## src/common/capture_ctrl_map.vh

```
// offsets, fields, reset values and timing counts of the capture control unit
`ifndef CAPTURE_CTRL_MAP_VH
`define CAPTURE_CTRL_MAP_VH
`define PORT_CONTROL        1'b0
`define PORT_DATA           1'b1
`define CW_WRITE            0
`define CW_ARM              1
`define CW_GAIN_X2          2
`define CW_VTRIG_POL        3
`define CW_SAMPLE_DIS_N     4
`define CW_ADC_WRITE_DIS_N  5
`define CW_ADDR_LOAD_N      6
`define CW_POST_LOAD_N      7
`define CW_VTRIG_EN_N       8
`define CW_READ_CLK_N       9
`define CW_MEM_READ_N       10
`define CW_TADDR_READ_N     11
`define CW_RATE_LOAD_N      12
`define CW_SWEEP_REL_N      13
`define CW_VLEVEL_LOAD_N    14
`define CW_PIT_SELECT       15
`define CW_RESET            16'hfff0
`define REF_CLK_MHZ         24
`define FULL_RATE_MHZ       12
`define FULL_RATE_DIV       (`REF_CLK_MHZ / `FULL_RATE_MHZ)
`define ADDR_WRAP           15'h7fff
`define POST_TERMINAL       16'hffff
`endif

```

## src/core/rate_generator.v

```verilog
// sample-rate generator: bucket and sample clock enables from the reference
`timescale 1ns/1ns
`include "capture_ctrl_map.vh"
module rate_generator #(
   parameter RATE_W = 8
) (
   input  wire              sys_clk,
   input  wire              arst_n,
   input  wire              run,
   input  wire [RATE_W-1:0] rate_code,
   output reg               sample_tick_ff,
   output reg               bucket_tick_ff,
   output reg               full_rate_ff
);
   reg [1:0]        ref_div_ff;
   reg [RATE_W-1:0] bucket_cnt_ff;
   wire             ref_tick;

   // 12 MHz sample tick from 24 MHz reference
   assign ref_tick = ({30'h0, ref_div_ff} == (`FULL_RATE_DIV - 1));

   always @(posedge sys_clk or negedge arst_n) begin
      if (!arst_n) begin
         ref_div_ff     <= 2'h0;
         bucket_cnt_ff  <= {RATE_W{1'b0}};
         sample_tick_ff <= 1'b0;
         bucket_tick_ff <= 1'b0;
         full_rate_ff   <= 1'b1;
      end else begin
         full_rate_ff   <= (rate_code == {RATE_W{1'b0}});
         if (!run) begin
            ref_div_ff     <= 2'h0;
            bucket_cnt_ff  <= {RATE_W{1'b0}};
            sample_tick_ff <= 1'b0;
            bucket_tick_ff <= 1'b0;
         end else begin
            ref_div_ff     <= ref_tick ? 2'h0 : ref_div_ff + 2'h1;
            sample_tick_ff <= ref_tick;
            // rate_code+1 samples form one bucket, 1..256
            if (ref_tick) begin
               if (bucket_cnt_ff == rate_code) begin
                  bucket_cnt_ff  <= {RATE_W{1'b0}};
                  bucket_tick_ff <= 1'b1;
               end else begin
                  bucket_cnt_ff  <= bucket_cnt_ff + {{(RATE_W-1){1'b0}}, 1'b1};
                  bucket_tick_ff <= 1'b0;
               end
            end else begin
               bucket_tick_ff <= 1'b0;
            end
         end
      end
   end
endmodule // rate_generator

```

## src/core/capture_control.v

```verilog
// fast capture control: control word, counters, trigger and host read path
`timescale 1ns/1ns
`include "capture_ctrl_map.vh"
// Notes on behaviour
// bit 6 low lets host load address counter
// bit 7 low lets host load post counter
// bit 8 low enables video trigger
// bit 9 low enables read clock
// bit 10 low lets host read memory
// bit 11 low drives trigger address out
// bit 12 low lets host write rate latch
// bit 13 low releases sweep strobe
// bit 14 low loads video trigger level
// bit 15 picks pit over peak detection
// all clocks derived from 24 MHz reference
// one to 256 samples per bucket
// bucket start forces first sample stored
// trigger latches address, starts post counter
// writes continue until post terminal count
// arm enables; rearm needs low then high
// sweep strobe or video clock triggers
// video trigger synchronous to sample clock
// host reads trigger address, reloads counter
// write bit runs clocks, blocks reads
// control at primary, high byte first
// terminal count drives stop, halts counting
// address counter wraps 32767 to 0
// reset leaves enables high, disarmed
module capture_control #(
   parameter RATE_W = 8
) (
   input  wire       sys_clk,
   input  wire       arst_n,
   input  wire       port_select_line,
   input  wire       high_byte_strobe,
   input  wire       low_byte_strobe,
   input  wire [7:0] host_data_in,
   output reg  [7:0] host_data_out_ff,
   output reg        host_data_oe_ff,
   input  wire       sweep_strobe,
   input  wire [7:0] converter_sample,
   input  wire [7:0] mem_read_data,
   output reg  [7:0] mem_write_data_ff,
   output reg        mem_write_ff,
   output reg [14:0] mem_addr_ff,
   output reg        sweep_strobe_release_ff,
   output reg        count_stop_n_ff,
   output reg        video_trigger_clock_ff,
   output reg        triggered_ff,
   output reg        gain_x2_ff
);
   reg [15:0]       ctrl_word_ff;
   reg [7:0]        high_hold_ff;
   reg [7:0]        data_hi_ff;
   reg [RATE_W-1:0] rate_latch_ff;
   reg [7:0]        video_level_ff;
   reg [15:0]       post_cnt_ff;
   reg [14:0]       trig_addr_ff;
   reg [7:0]        extremum_ff;
   reg              counting_ff;
   reg              rearm_ok_ff;
   reg              sweep_d_ff;
   reg              above_d_ff;
   reg              hi_strobe_d_ff;
   reg              lo_strobe_d_ff;
   wire             sample_tick;
   wire             bucket_tick;
   wire             full_rate;
   wire             write_mode   = ctrl_word_ff[`CW_WRITE];
   wire             armed        = ctrl_word_ff[`CW_ARM];
   wire             read_clk_on  = !ctrl_word_ff[`CW_READ_CLK_N] && !write_mode;
   wire             hi_pulse     = high_byte_strobe && !hi_strobe_d_ff;
   wire             lo_pulse     = low_byte_strobe && !lo_strobe_d_ff;
   wire             ctrl_wr      = lo_pulse && (port_select_line == `PORT_CONTROL);
   wire             data_lo      = lo_pulse && (port_select_line == `PORT_DATA);
   wire             data_hi      = hi_pulse && (port_select_line == `PORT_DATA);
   wire [15:0]      data_word    = {data_hi_ff, host_data_in};
   wire             mem_rd_on    = !ctrl_word_ff[`CW_MEM_READ_N] && !write_mode;
   wire             taddr_rd_on  = !ctrl_word_ff[`CW_TADDR_READ_N];
   wire             above        = converter_sample > video_level_ff;
   wire             below        = converter_sample < video_level_ff;
   wire             video_edge;
   wire             trig_src;
   wire             trigger;
   wire             store;
   wire             take_new;

   rate_generator #(
      .RATE_W (RATE_W)
   ) i_rate_generator (
      .sys_clk        (sys_clk),
      .arst_n         (arst_n),
      .run            (write_mode),
      .rate_code      (rate_latch_ff),
      .sample_tick_ff (sample_tick),
      .bucket_tick_ff (bucket_tick),
      .full_rate_ff   (full_rate)
   );

   // polarity bit 3: 0 rising, 1 falling crossing of the level
   assign video_edge = ctrl_word_ff[`CW_VTRIG_POL] ? (below && above_d_ff)
                                                  : (above && !above_d_ff);

   assign trig_src = ctrl_word_ff[`CW_VTRIG_EN_N] ? (sweep_strobe && !sweep_d_ff)
                                                 : video_trigger_clock_ff;
   assign trigger  = trig_src && armed && rearm_ok_ff && write_mode && !counting_ff;
   assign store    = write_mode && sample_tick && count_stop_n_ff;
   // extremum latch takes the new sample when it wins, or at bucket start
   assign take_new = full_rate || !ctrl_word_ff[`CW_SAMPLE_DIS_N] || bucket_tick
                     || (ctrl_word_ff[`CW_PIT_SELECT] ? (converter_sample < extremum_ff)
                                                     : (converter_sample > extremum_ff));

   always @(posedge sys_clk or negedge arst_n) begin
      if (!arst_n) begin
         ctrl_word_ff            <= `CW_RESET;
         high_hold_ff            <= 8'hff;
         data_hi_ff              <= 8'h00;
         rate_latch_ff           <= {RATE_W{1'b0}};
         video_level_ff          <= 8'h00;
         post_cnt_ff             <= `POST_TERMINAL;
         trig_addr_ff            <= 15'h0000;
         extremum_ff             <= 8'h00;
         counting_ff             <= 1'b0;
         rearm_ok_ff             <= 1'b0;
         sweep_d_ff              <= 1'b0;
         above_d_ff              <= 1'b0;
         hi_strobe_d_ff          <= 1'b0;
         lo_strobe_d_ff          <= 1'b0;
         host_data_out_ff        <= 8'h00;
         host_data_oe_ff         <= 1'b0;
         mem_write_data_ff       <= 8'h00;
         mem_write_ff            <= 1'b0;
         mem_addr_ff             <= 15'h0000;
         sweep_strobe_release_ff <= 1'b0;
         count_stop_n_ff         <= 1'b0;
         video_trigger_clock_ff  <= 1'b0;
         triggered_ff            <= 1'b0;
         gain_x2_ff              <= 1'b0;
      end else begin
         hi_strobe_d_ff <= high_byte_strobe;
         lo_strobe_d_ff <= low_byte_strobe;
         sweep_d_ff     <= sweep_strobe;
         gain_x2_ff     <= ctrl_word_ff[`CW_GAIN_X2];
         // control word: high byte held, word taken on low byte
         if (hi_pulse && port_select_line == `PORT_CONTROL) begin
            high_hold_ff <= host_data_in;
         end
         if (ctrl_wr) begin
            ctrl_word_ff <= {high_hold_ff, host_data_in};
         end
         if (data_hi) begin
            data_hi_ff <= host_data_in;
         end
         if (data_lo && !ctrl_word_ff[`CW_RATE_LOAD_N] && !write_mode) begin
            rate_latch_ff <= data_word[RATE_W-1:0];
         end
         if (data_lo && !ctrl_word_ff[`CW_VLEVEL_LOAD_N] && !write_mode) begin
            video_level_ff <= host_data_in;
         end
         sweep_strobe_release_ff <= !ctrl_word_ff[`CW_SWEEP_REL_N];
         // arm must drop before another trigger
         if (!armed) begin
            rearm_ok_ff <= 1'b1;
         end else if (trigger) begin
            rearm_ok_ff <= 1'b0;
         end
         // video trigger clock, sampled with the sample clock
         if (sample_tick) begin
            above_d_ff             <= above;
            video_trigger_clock_ff <= video_edge && !ctrl_word_ff[`CW_VTRIG_EN_N];
         end else begin
            video_trigger_clock_ff <= 1'b0;
         end
         // post-trigger counter and stop
         if (read_clk_on && data_lo && !ctrl_word_ff[`CW_POST_LOAD_N]) begin
            post_cnt_ff     <= data_word;
            count_stop_n_ff <= (data_word != `POST_TERMINAL);
            counting_ff     <= 1'b0;
            triggered_ff    <= 1'b0;
         end else if (trigger) begin
            trig_addr_ff <= mem_addr_ff;
            counting_ff  <= 1'b1;
            triggered_ff <= 1'b1;
         end else if (counting_ff && store) begin
            if (post_cnt_ff == `POST_TERMINAL - 16'h0001) begin
               count_stop_n_ff <= 1'b0;
               counting_ff     <= 1'b0;
            end
            post_cnt_ff <= post_cnt_ff + 16'h0001;
         end
         // address counter: load, write advance, read post-increment
         mem_write_ff <= 1'b0;
         if (read_clk_on && data_lo && !ctrl_word_ff[`CW_ADDR_LOAD_N]) begin
            mem_addr_ff <= data_word[14:0];
         end else if (store) begin
            if (take_new) begin
               extremum_ff       <= converter_sample;
               mem_write_data_ff <= converter_sample;
               mem_write_ff      <= !ctrl_word_ff[`CW_ADC_WRITE_DIS_N];
            end
            if (full_rate || bucket_tick) begin
               mem_addr_ff <= (mem_addr_ff == `ADDR_WRAP) ? 15'h0000
                                                          : mem_addr_ff + 15'h0001;
            end
         end else if (read_clk_on && mem_rd_on && lo_pulse && count_stop_n_ff
                      && port_select_line == `PORT_DATA) begin
            mem_addr_ff <= mem_addr_ff + 15'h0001;
         end
         // read path onto host bus, never in write mode
         host_data_oe_ff <= 1'b0;
         if (port_select_line == `PORT_DATA && !write_mode) begin
            if (mem_rd_on && (high_byte_strobe || low_byte_strobe)) begin
               host_data_out_ff <= mem_read_data;
               host_data_oe_ff  <= 1'b1;
            end else if (taddr_rd_on && high_byte_strobe) begin
               host_data_out_ff <= {1'b0, trig_addr_ff[14:8]};
               host_data_oe_ff  <= 1'b1;
            end else if (taddr_rd_on && low_byte_strobe) begin
               host_data_out_ff <= trig_addr_ff[7:0];
               host_data_oe_ff  <= 1'b1;
            end
         end
      end
   end
endmodule // capture_control

```

## config.mk

```make
export PLATFORM = sky130hd
export DESIGN_NAME = capture_control
export DESIGN_NICKNAME = d
export VERILOG_FILES = /design/src/core/rate_generator.v /design/src/core/capture_control.v
export VERILOG_INCLUDE_DIRS = /design/src /design/src/common
export SDC_FILE = /design/constraint.sdc
export NUM_CORES = 1
export LEC_CHECK = 0
export ABC_AREA = 1
export BUFFER_PORTS_ARGS = -buffer_cell sky130_fd_sc_hd__buf_2
export CAP_MARGIN = 20
export CORE_MARGIN = 5
export CORE_UTILIZATION = 50
export DETAILED_ROUTE_END_ITERATION = 6
export PLACE_DENSITY = 0.7
export SLEW_MARGIN = 40
export SYNTH_ARGS = -nofsm -noshare
export SYNTH_HDL_FRONTEND = slang
export SYNTH_SLANG_ARGS = --single-unit
```

## constraint.sdc

```tcl
create_clock -name sys_clk -period 2.7 [get_ports sys_clk]
set_input_delay 0.54 -clock sys_clk [delete_from_list [all_inputs] [get_ports sys_clk]]
set_output_delay 0.54 -clock sys_clk [all_outputs]
set_load 0.1 [all_outputs]
```

After elaboration in Yosys (flattened, before gate mapping)
Index checks and enable logic that the tools add are counted.
{ "op_classes": {"addsub": 4, "multipliers": 0, "n_div": 0, "order_cmp": 4, "eq_ne": 9, "n_shift": 0, "n_mux": 41, "bitwise_logic": 3, "n_reduce_logical": 71} }
{ "ops": {"columns": ["operator", "count"], "rows": [
  ["$mux W15", 5],
  ["$mux W16", 3],
  ["$mux W8", 6],
  ["$logic_and A1 B1 Y1", 34],
  ["$mux W1", 25],
  ["$logic_not A1 Y1", 17],
  ["$add A16 B1 Y16 const B", 1],
  ["$eq A16 B16 Y1 const B", 1],
  ["$gt A8 B8 Y1", 2],
  ["$lt A8 B8 Y1", 2],
  ["$ne A16 B16 Y1 const B", 1],
  ["$add A15 B1 Y15 const B", 1],
  ["$eq A15 B15 Y1 const B", 1],
  ["$reduce_bool A3 Y1", 4],
  ["$reduce_and A2 Y1", 5],
  ["$add A8 B1 Y8 const B", 1],
  ["$eq A8 B8 Y1", 1],
  ["$logic_not A8 Y1", 1],
  ["$reduce_and A3 Y1", 2],
  ["$reduce_bool A2 Y1", 3],
  ["$logic_or A1 B1 Y1", 5],
  ["$mux W2", 2],
  ["$ne A2 B1 Y1 const B", 2],
  ["$ne A3 B1 Y1 const B", 1],
  ["other kinds (4)", 6]
]} }
{ "totals": {"ff_bits": 136, "latch_bits": 0, "ram_bits": 0, "rom_bits": 0, "in_bits": 30, "out_inout_bits": 38, "wordCells": 160, "memories": 0} }

Longest topological paths before layout
{ "logic_depth": {"ltp_word": 9, "depth_mapped": 14, "mapped_depth_nobuf": 14} }

Hierarchy
Synthesis repeated with hierarchy kept, for this count alone.
{ "unflattened": {"cells_unflattened": 877, "area_unflattened_um2": 7108.1} }
{ "by_module_without_submodules": {"columns": ["module", "n_inst", "cells_per_inst", "area_each_um2", "seq_area_each_um2"], "rows": [
  ["capture_control", 1, 764, 6248.5, 3123.0],
  ["rate_generator", 1, 113, 859.6, 326.6]
]} }

Worst setup path after synthesis
OpenSTA, ideal clock, no wires.
{ "synth_timing": {"path_kind": "register to register", "startpoint": "reg extremum_ff[7]", "endpoint": "reg extremum_ff[0]", "setup_ns": 0.122, "t_arrival_ns": 2.233, "required_time_ns": 2.578, "slack_ns": 0.344, "stages_incl_launch_ff": 10, "n_path_buf": 0, "synth_period_minus_slack_ns": 2.356, "cell_sequence": "dfrtp_1 inv_1 ha_1 a21o_1 nor2_1 nand3_1 nand3_1 nand2_1 nand2_1 nand2_1"} }
{ "synth_via": {"elab_chain_len": 4, "elab_cells_between_ends": 5, "cone_classes": "order compare (2); mux (1); reduce/logical (2)"} }
{ "synth_rtl": {"columns": ["item", "line_no", "rtl"], "rows": [
  ["start, declared", "capture_control.v:59", "reg [7:0] extremum_ff;"],
  ["start signal, assigned", "capture_control.v:197", "extremum_ff <= converter_sample;"],
  ["$gt A8 B8 Y1 or $lt A8 B8 Y1 (tied branches)", "capture_control.v:111, capture_control.v:110", null],
  ["$mux W1 (*)", "capture_control.v:110", "|| (ctrl_word_ff[`CW_PIT_SELECT] ? (converter_sample < extremum_ff)"],
  ["$logic_or A1 B1 Y1 (*)", "capture_control.v:109", "assign take_new = full_rate || !ctrl_word_ff[`CW_SAMPLE_DIS_N] || bucket_tick"],
  ["$reduce_and A3 Y1 (no source line) (*)", null, null]
]} }
Mark *: on every way between the ends. The rest lies on a longest branch, timed or not.
A chain may end at the register's enable or synchronous reset.

Worst setup path in the final report
{ "layout_timing": {"startpoint": "reg ctrl_word_ff[0]", "endpoint": "reg mem_addr_ff[3]"} }
{ "layout_via": {"elab_chain_len": 8, "elab_cells_between_ends": 16, "cone_classes": "eq/ne (1); mux (2); reduce/logical (13)"} }
{ "layout_rtl": {"columns": ["item", "line_no", "rtl"], "rows": [
  ["start, declared", "capture_control.v:52", "reg [15:0] ctrl_word_ff;"],
  ["start signal, assigned", "capture_control.v:115", "ctrl_word_ff <= `CW_RESET;"],
  ["start signal, assigned", "capture_control.v:149", "ctrl_word_ff <= {high_hold_ff, host_data_in};"],
  ["$logic_not A1 Y1", null, null],
  ["$logic_and A1 B1 Y1 (on tied branches)", "capture_control.v:71, capture_control.v:78", null],
  ["$logic_and A1 B1 Y1 (3 in a row)", "capture_control.v:205", "end else if (read_clk_on && mem_rd_on && lo_pulse && count_stop_n_ff"],
  ["$logic_and A1 B1 Y1 (no source line)", null, null],
  ["$reduce_bool A3 Y1 (no source line)", null, null],
  ["$reduce_and A2 Y1 (no source line)", null, null],
  ["end signal, assigned", "capture_control.v:194", "mem_addr_ff <= data_word[14:0];"],
  ["end signal, assigned", "capture_control.v:202", "mem_addr_ff <= (mem_addr_ff == `ADDR_WRAP) ? 15'h0000"],
  ["end signal, assigned", "capture_control.v:207", "mem_addr_ff <= mem_addr_ff + 15'h0001;"],
  ["end, declared", "capture_control.v:45", "output reg [14:0] mem_addr_ff,"]
]} }
Several ways; a longest one is shown, not always the timed one.

==> flow_metrics.env <==
export IMPL_worstSetupPathType="register to register"
export IMPL_ios=68
export IMPL_num_rows=42
export IMPL_peakVddDrop_mv=0.569
export IMPL_layout_min_cycle_time_ps=2010
export IMPL_drive_gt1_share_pct=17.4
export IMPL_power_leakage_uw=0.00388
export IMPL_netlist_area_um2=6790
export IMPL_tritoncts="done"
export IMPL_cts_hold_buf=0
export IMPL_nets=944
export IMPL_clk_pin_slew_ps=60
export IMPL_io_buffers=67
export IMPL_fp_dieH_um=127
export IMPL_end_kind="register"
export IMPL_postCtsSetupBuffers=0
export IMPL_timing_final_crit_share_pct=74.5
export IMPL_cap_violations=0
export IMPL_worst_slew_pin_slew_ps=571
export IMPL_grt_remaining_overflow=0
export IMPL_dpl_cell_area_um2=7350
export IMPL_drc=0
export IMPL_post_drt_via_cell_ratio=5.31
export IMPL_gp_congestion=0.886
export IMPL_syn_nets=868
export IMPL_outcome="completed"
export IMPL_wirelength_um=16200
export IMPL_slew_viol_final=0
export IMPL_pwr_density_cell_nw_per_um2=1170
export IMPL_htree_levels=4
export IMPL_grt_max_degree=62
export IMPL_antenna_found_initial=0
export IMPL_ys_warn_count=0
export IMPL_synthCells=818
export IMPL_max_freq_mhz=497
export IMPL_grt_pass1_vias=5305
export IMPL_startpoint_type="register"
export IMPL_hold_viol_final=0
export IMPL_dieArea_um2=16000
export IMPL_gr_usage_all_layers_pct=20.6
export IMPL_worst_ep_arrival_time_ps=2310
export IMPL_area_growth_pct=16.2
export IMPL_wire_per_inst_um=15.0
export IMPL_cts_root_buf="clkbuf_16"
export IMPL_power_total_uw=9240
export IMPL_tns_ps=0
export IMPL_setup_violations=0
export IMPL_grt_pass1_wl_um=26500
export IMPL_fp_coreArea_um2=13300
export IMPL_clockBufferDepth=2
export IMPL_drtPass1Iterations=5
export IMPL_via_count=5754
export IMPL_insertion_delay_ps=430
export IMPL_antenna_cells=0
export IMPL_required_ps=3000
export IMPL_clock_skew_ps=11.9
export IMPL_rsz0062_at_grt="no"
export IMPL_fin_area_um2=7900
export IMPL_initial_core_util_pct=51.1
export IMPL_synth_seq_area_share_pct=50.8
export IMPL_r2r_setup_slack_ps=690
export IMPL_slew_headroom_pct=61.8
export IMPL_cts_buffers=17
export IMPL_crit_path_max_fanout=28
export IMPL_whs_ps=83.1
export IMPL_synth_seq_cells=136
export IMPL_ant_nets=0
export IMPL_ctsResizeCount=0
export IMPL_drt_iter0_drc=461
export IMPL_cts_sinks=136
export IMPL_dp_hpwl_um=11400
export IMPL_hp_class="input port to async pin"
export IMPL_synthDistinctLibCells=36
export IMPL_synth_avg_cell_area_um2=8.30
export IMPL_chipWidth_um=127
routing by layer:
layer | track usage, % | vias up | routed length, um
met5 | 0 | - | 0
met4 | 5.30 | 0 | 191
met3 | 4.88 | 19 | 998
met2 | 32.3 | 174 | 7390
met1 | 29.0 | 2745 | 7620
li1 | - | 2816 | -
report_power, final:
part	leakage (uW)	internal (uW)	total, uW	switching (uW)
Combinational	0.00197	883	3710	2830
Sequential	0.00165	2810	3390	573
Clock	0.000266	1300	2140	842
Total	0.00388	5000	9240	4250
final cells by class:
class,count,area (um^2)
clock buffers,23,468
clock inverters,9,75.1
fillers,1194,5400
inverters,105,394
multi-input cells,558,2870
flip-flops and latches,136,3450
well taps,176,220
repair buffers,76,422
metrics by stage:
step / setup slack, ps / utilization, % / cells
2_1_floorplan: 344 / - / 818
3_3_place_gp: 521 / 55.3 / 1051
3_5_place_dp: 497 / 55.3 / 1051
4_1_cts: 696 / 59.4 / 1083
5_1_grt: 465 / 59.4 / 1083
6_report: 688 / 59.4 / 1083
final timing paths:
path	startpoint	depth (start not counted)	end
max	ctrl_word_ff[0]	8	mem_addr_ff[3]
min	arst_n	1	i_rate_generator.bucket_cnt_ff[5]
max reg2reg	ctrl_word_ff[0]	8	mem_addr_ff[3]
min reg2reg	ctrl_word_ff[2]	0	gain_x2_ff
max in group asynchronous	arst_n	2	post_cnt_ff[9]
min in group sys_clk	sweep_strobe	1	sweep_d_ff
worst max-delay path: stages (launching register included):
cell	delay, ps
dfrtp_1	440
inv_2	180
nand2_1	100
nor2_2	180
nand2_2	240
nand3_2	450
o21ai_0	160
inv_1	80
a21oi_1	60
cells in the mapped netlist, drive strengths merged:
cell type | count | area share (%)
nand4 | 13 | 1.2
nand2 | 226 | 13
o221ai | 6 | 0.77
or2 | 2 | 0.18
mux2 | 4 | 0.66
a221oi | 1 | 0.22
o211ai | 18 | 2.0
nand3b | 1 | 0.11
nand3 | 41 | 3.1
ha | 20 | 3.7
nor3 | 14 | 1.2
clkbuf | 13 | 0.72
a21o | 1 | 0.11
buf | 6 | 0.52
o21ai | 83 | 6.1
xor2 | 19 | 2.5
a21oi | 24 | 1.8
clkinv | 2 | 0.11
inv | 103 | 5.7
xnor2 | 10 | 1.3
a31oi | 3 | 0.28
dfstp | 37 | 14
nor3b | 2 | 0.22
dfrtp | 99 | 36
o22ai | 5 | 0.46
nor2 | 61 | 3.4
nor4 | 3 | 0.28
o21a | 1 | 0.11
cells in the final DEF (no fill, tap or decap), types with 2 or more instances in the layout:
cell / count
nor4_1: 3
nor3_1: 13
mux2_2: 4
xor2_1: 19
xnor2_1: 10
o211ai_1: 18
clkinv_1: 2
inv_2: 5
nand2_2: 3
clkbuf_8: 2
nor2_1: 60
o22ai_1: 5
o21ai_0: 81
nand2_1: 223
o221ai_1: 6
buf_2: 66
dfrtp_1: 99
nand4_1: 13
nand3_1: 40
buf_4: 8
a21oi_1: 24
inv_1: 98
dfstp_2: 37
clkinv_2: 6
a31oi_1: 3
clkbuf_16: 17
nor3b_1: 2
clkinvlp_4: 2
clkbuf_1: 4
o21ai_1: 2
ha_1: 20
registers in the layout, summed over array words and instances, names as in the netlist, 2 cells and up:
signal                          flops
post_cnt_ff                        16
ctrl_word_ff                       16
rate_latch_ff                       8
video_level_ff                      8
i_rate_generator.bucket_cnt_ff      8
host_data_out_ff                    8
trig_addr_ff                       15
i_rate_generator.ref_div_ff         2
mem_addr_ff                        15
high_hold_ff                        8
extremum_ff                         8
data_hi_ff                          8
kinds of logic after synthesis:
group / share of synthesized area [%]
simple gates: 22.3
compound gates: 11.8
flops: 50.8
buf+inv: 7.04
xor+xnor: 3.74
fa+ha+maj: 3.68
mux: 0.663
Power figures use the tool's default switching activity.
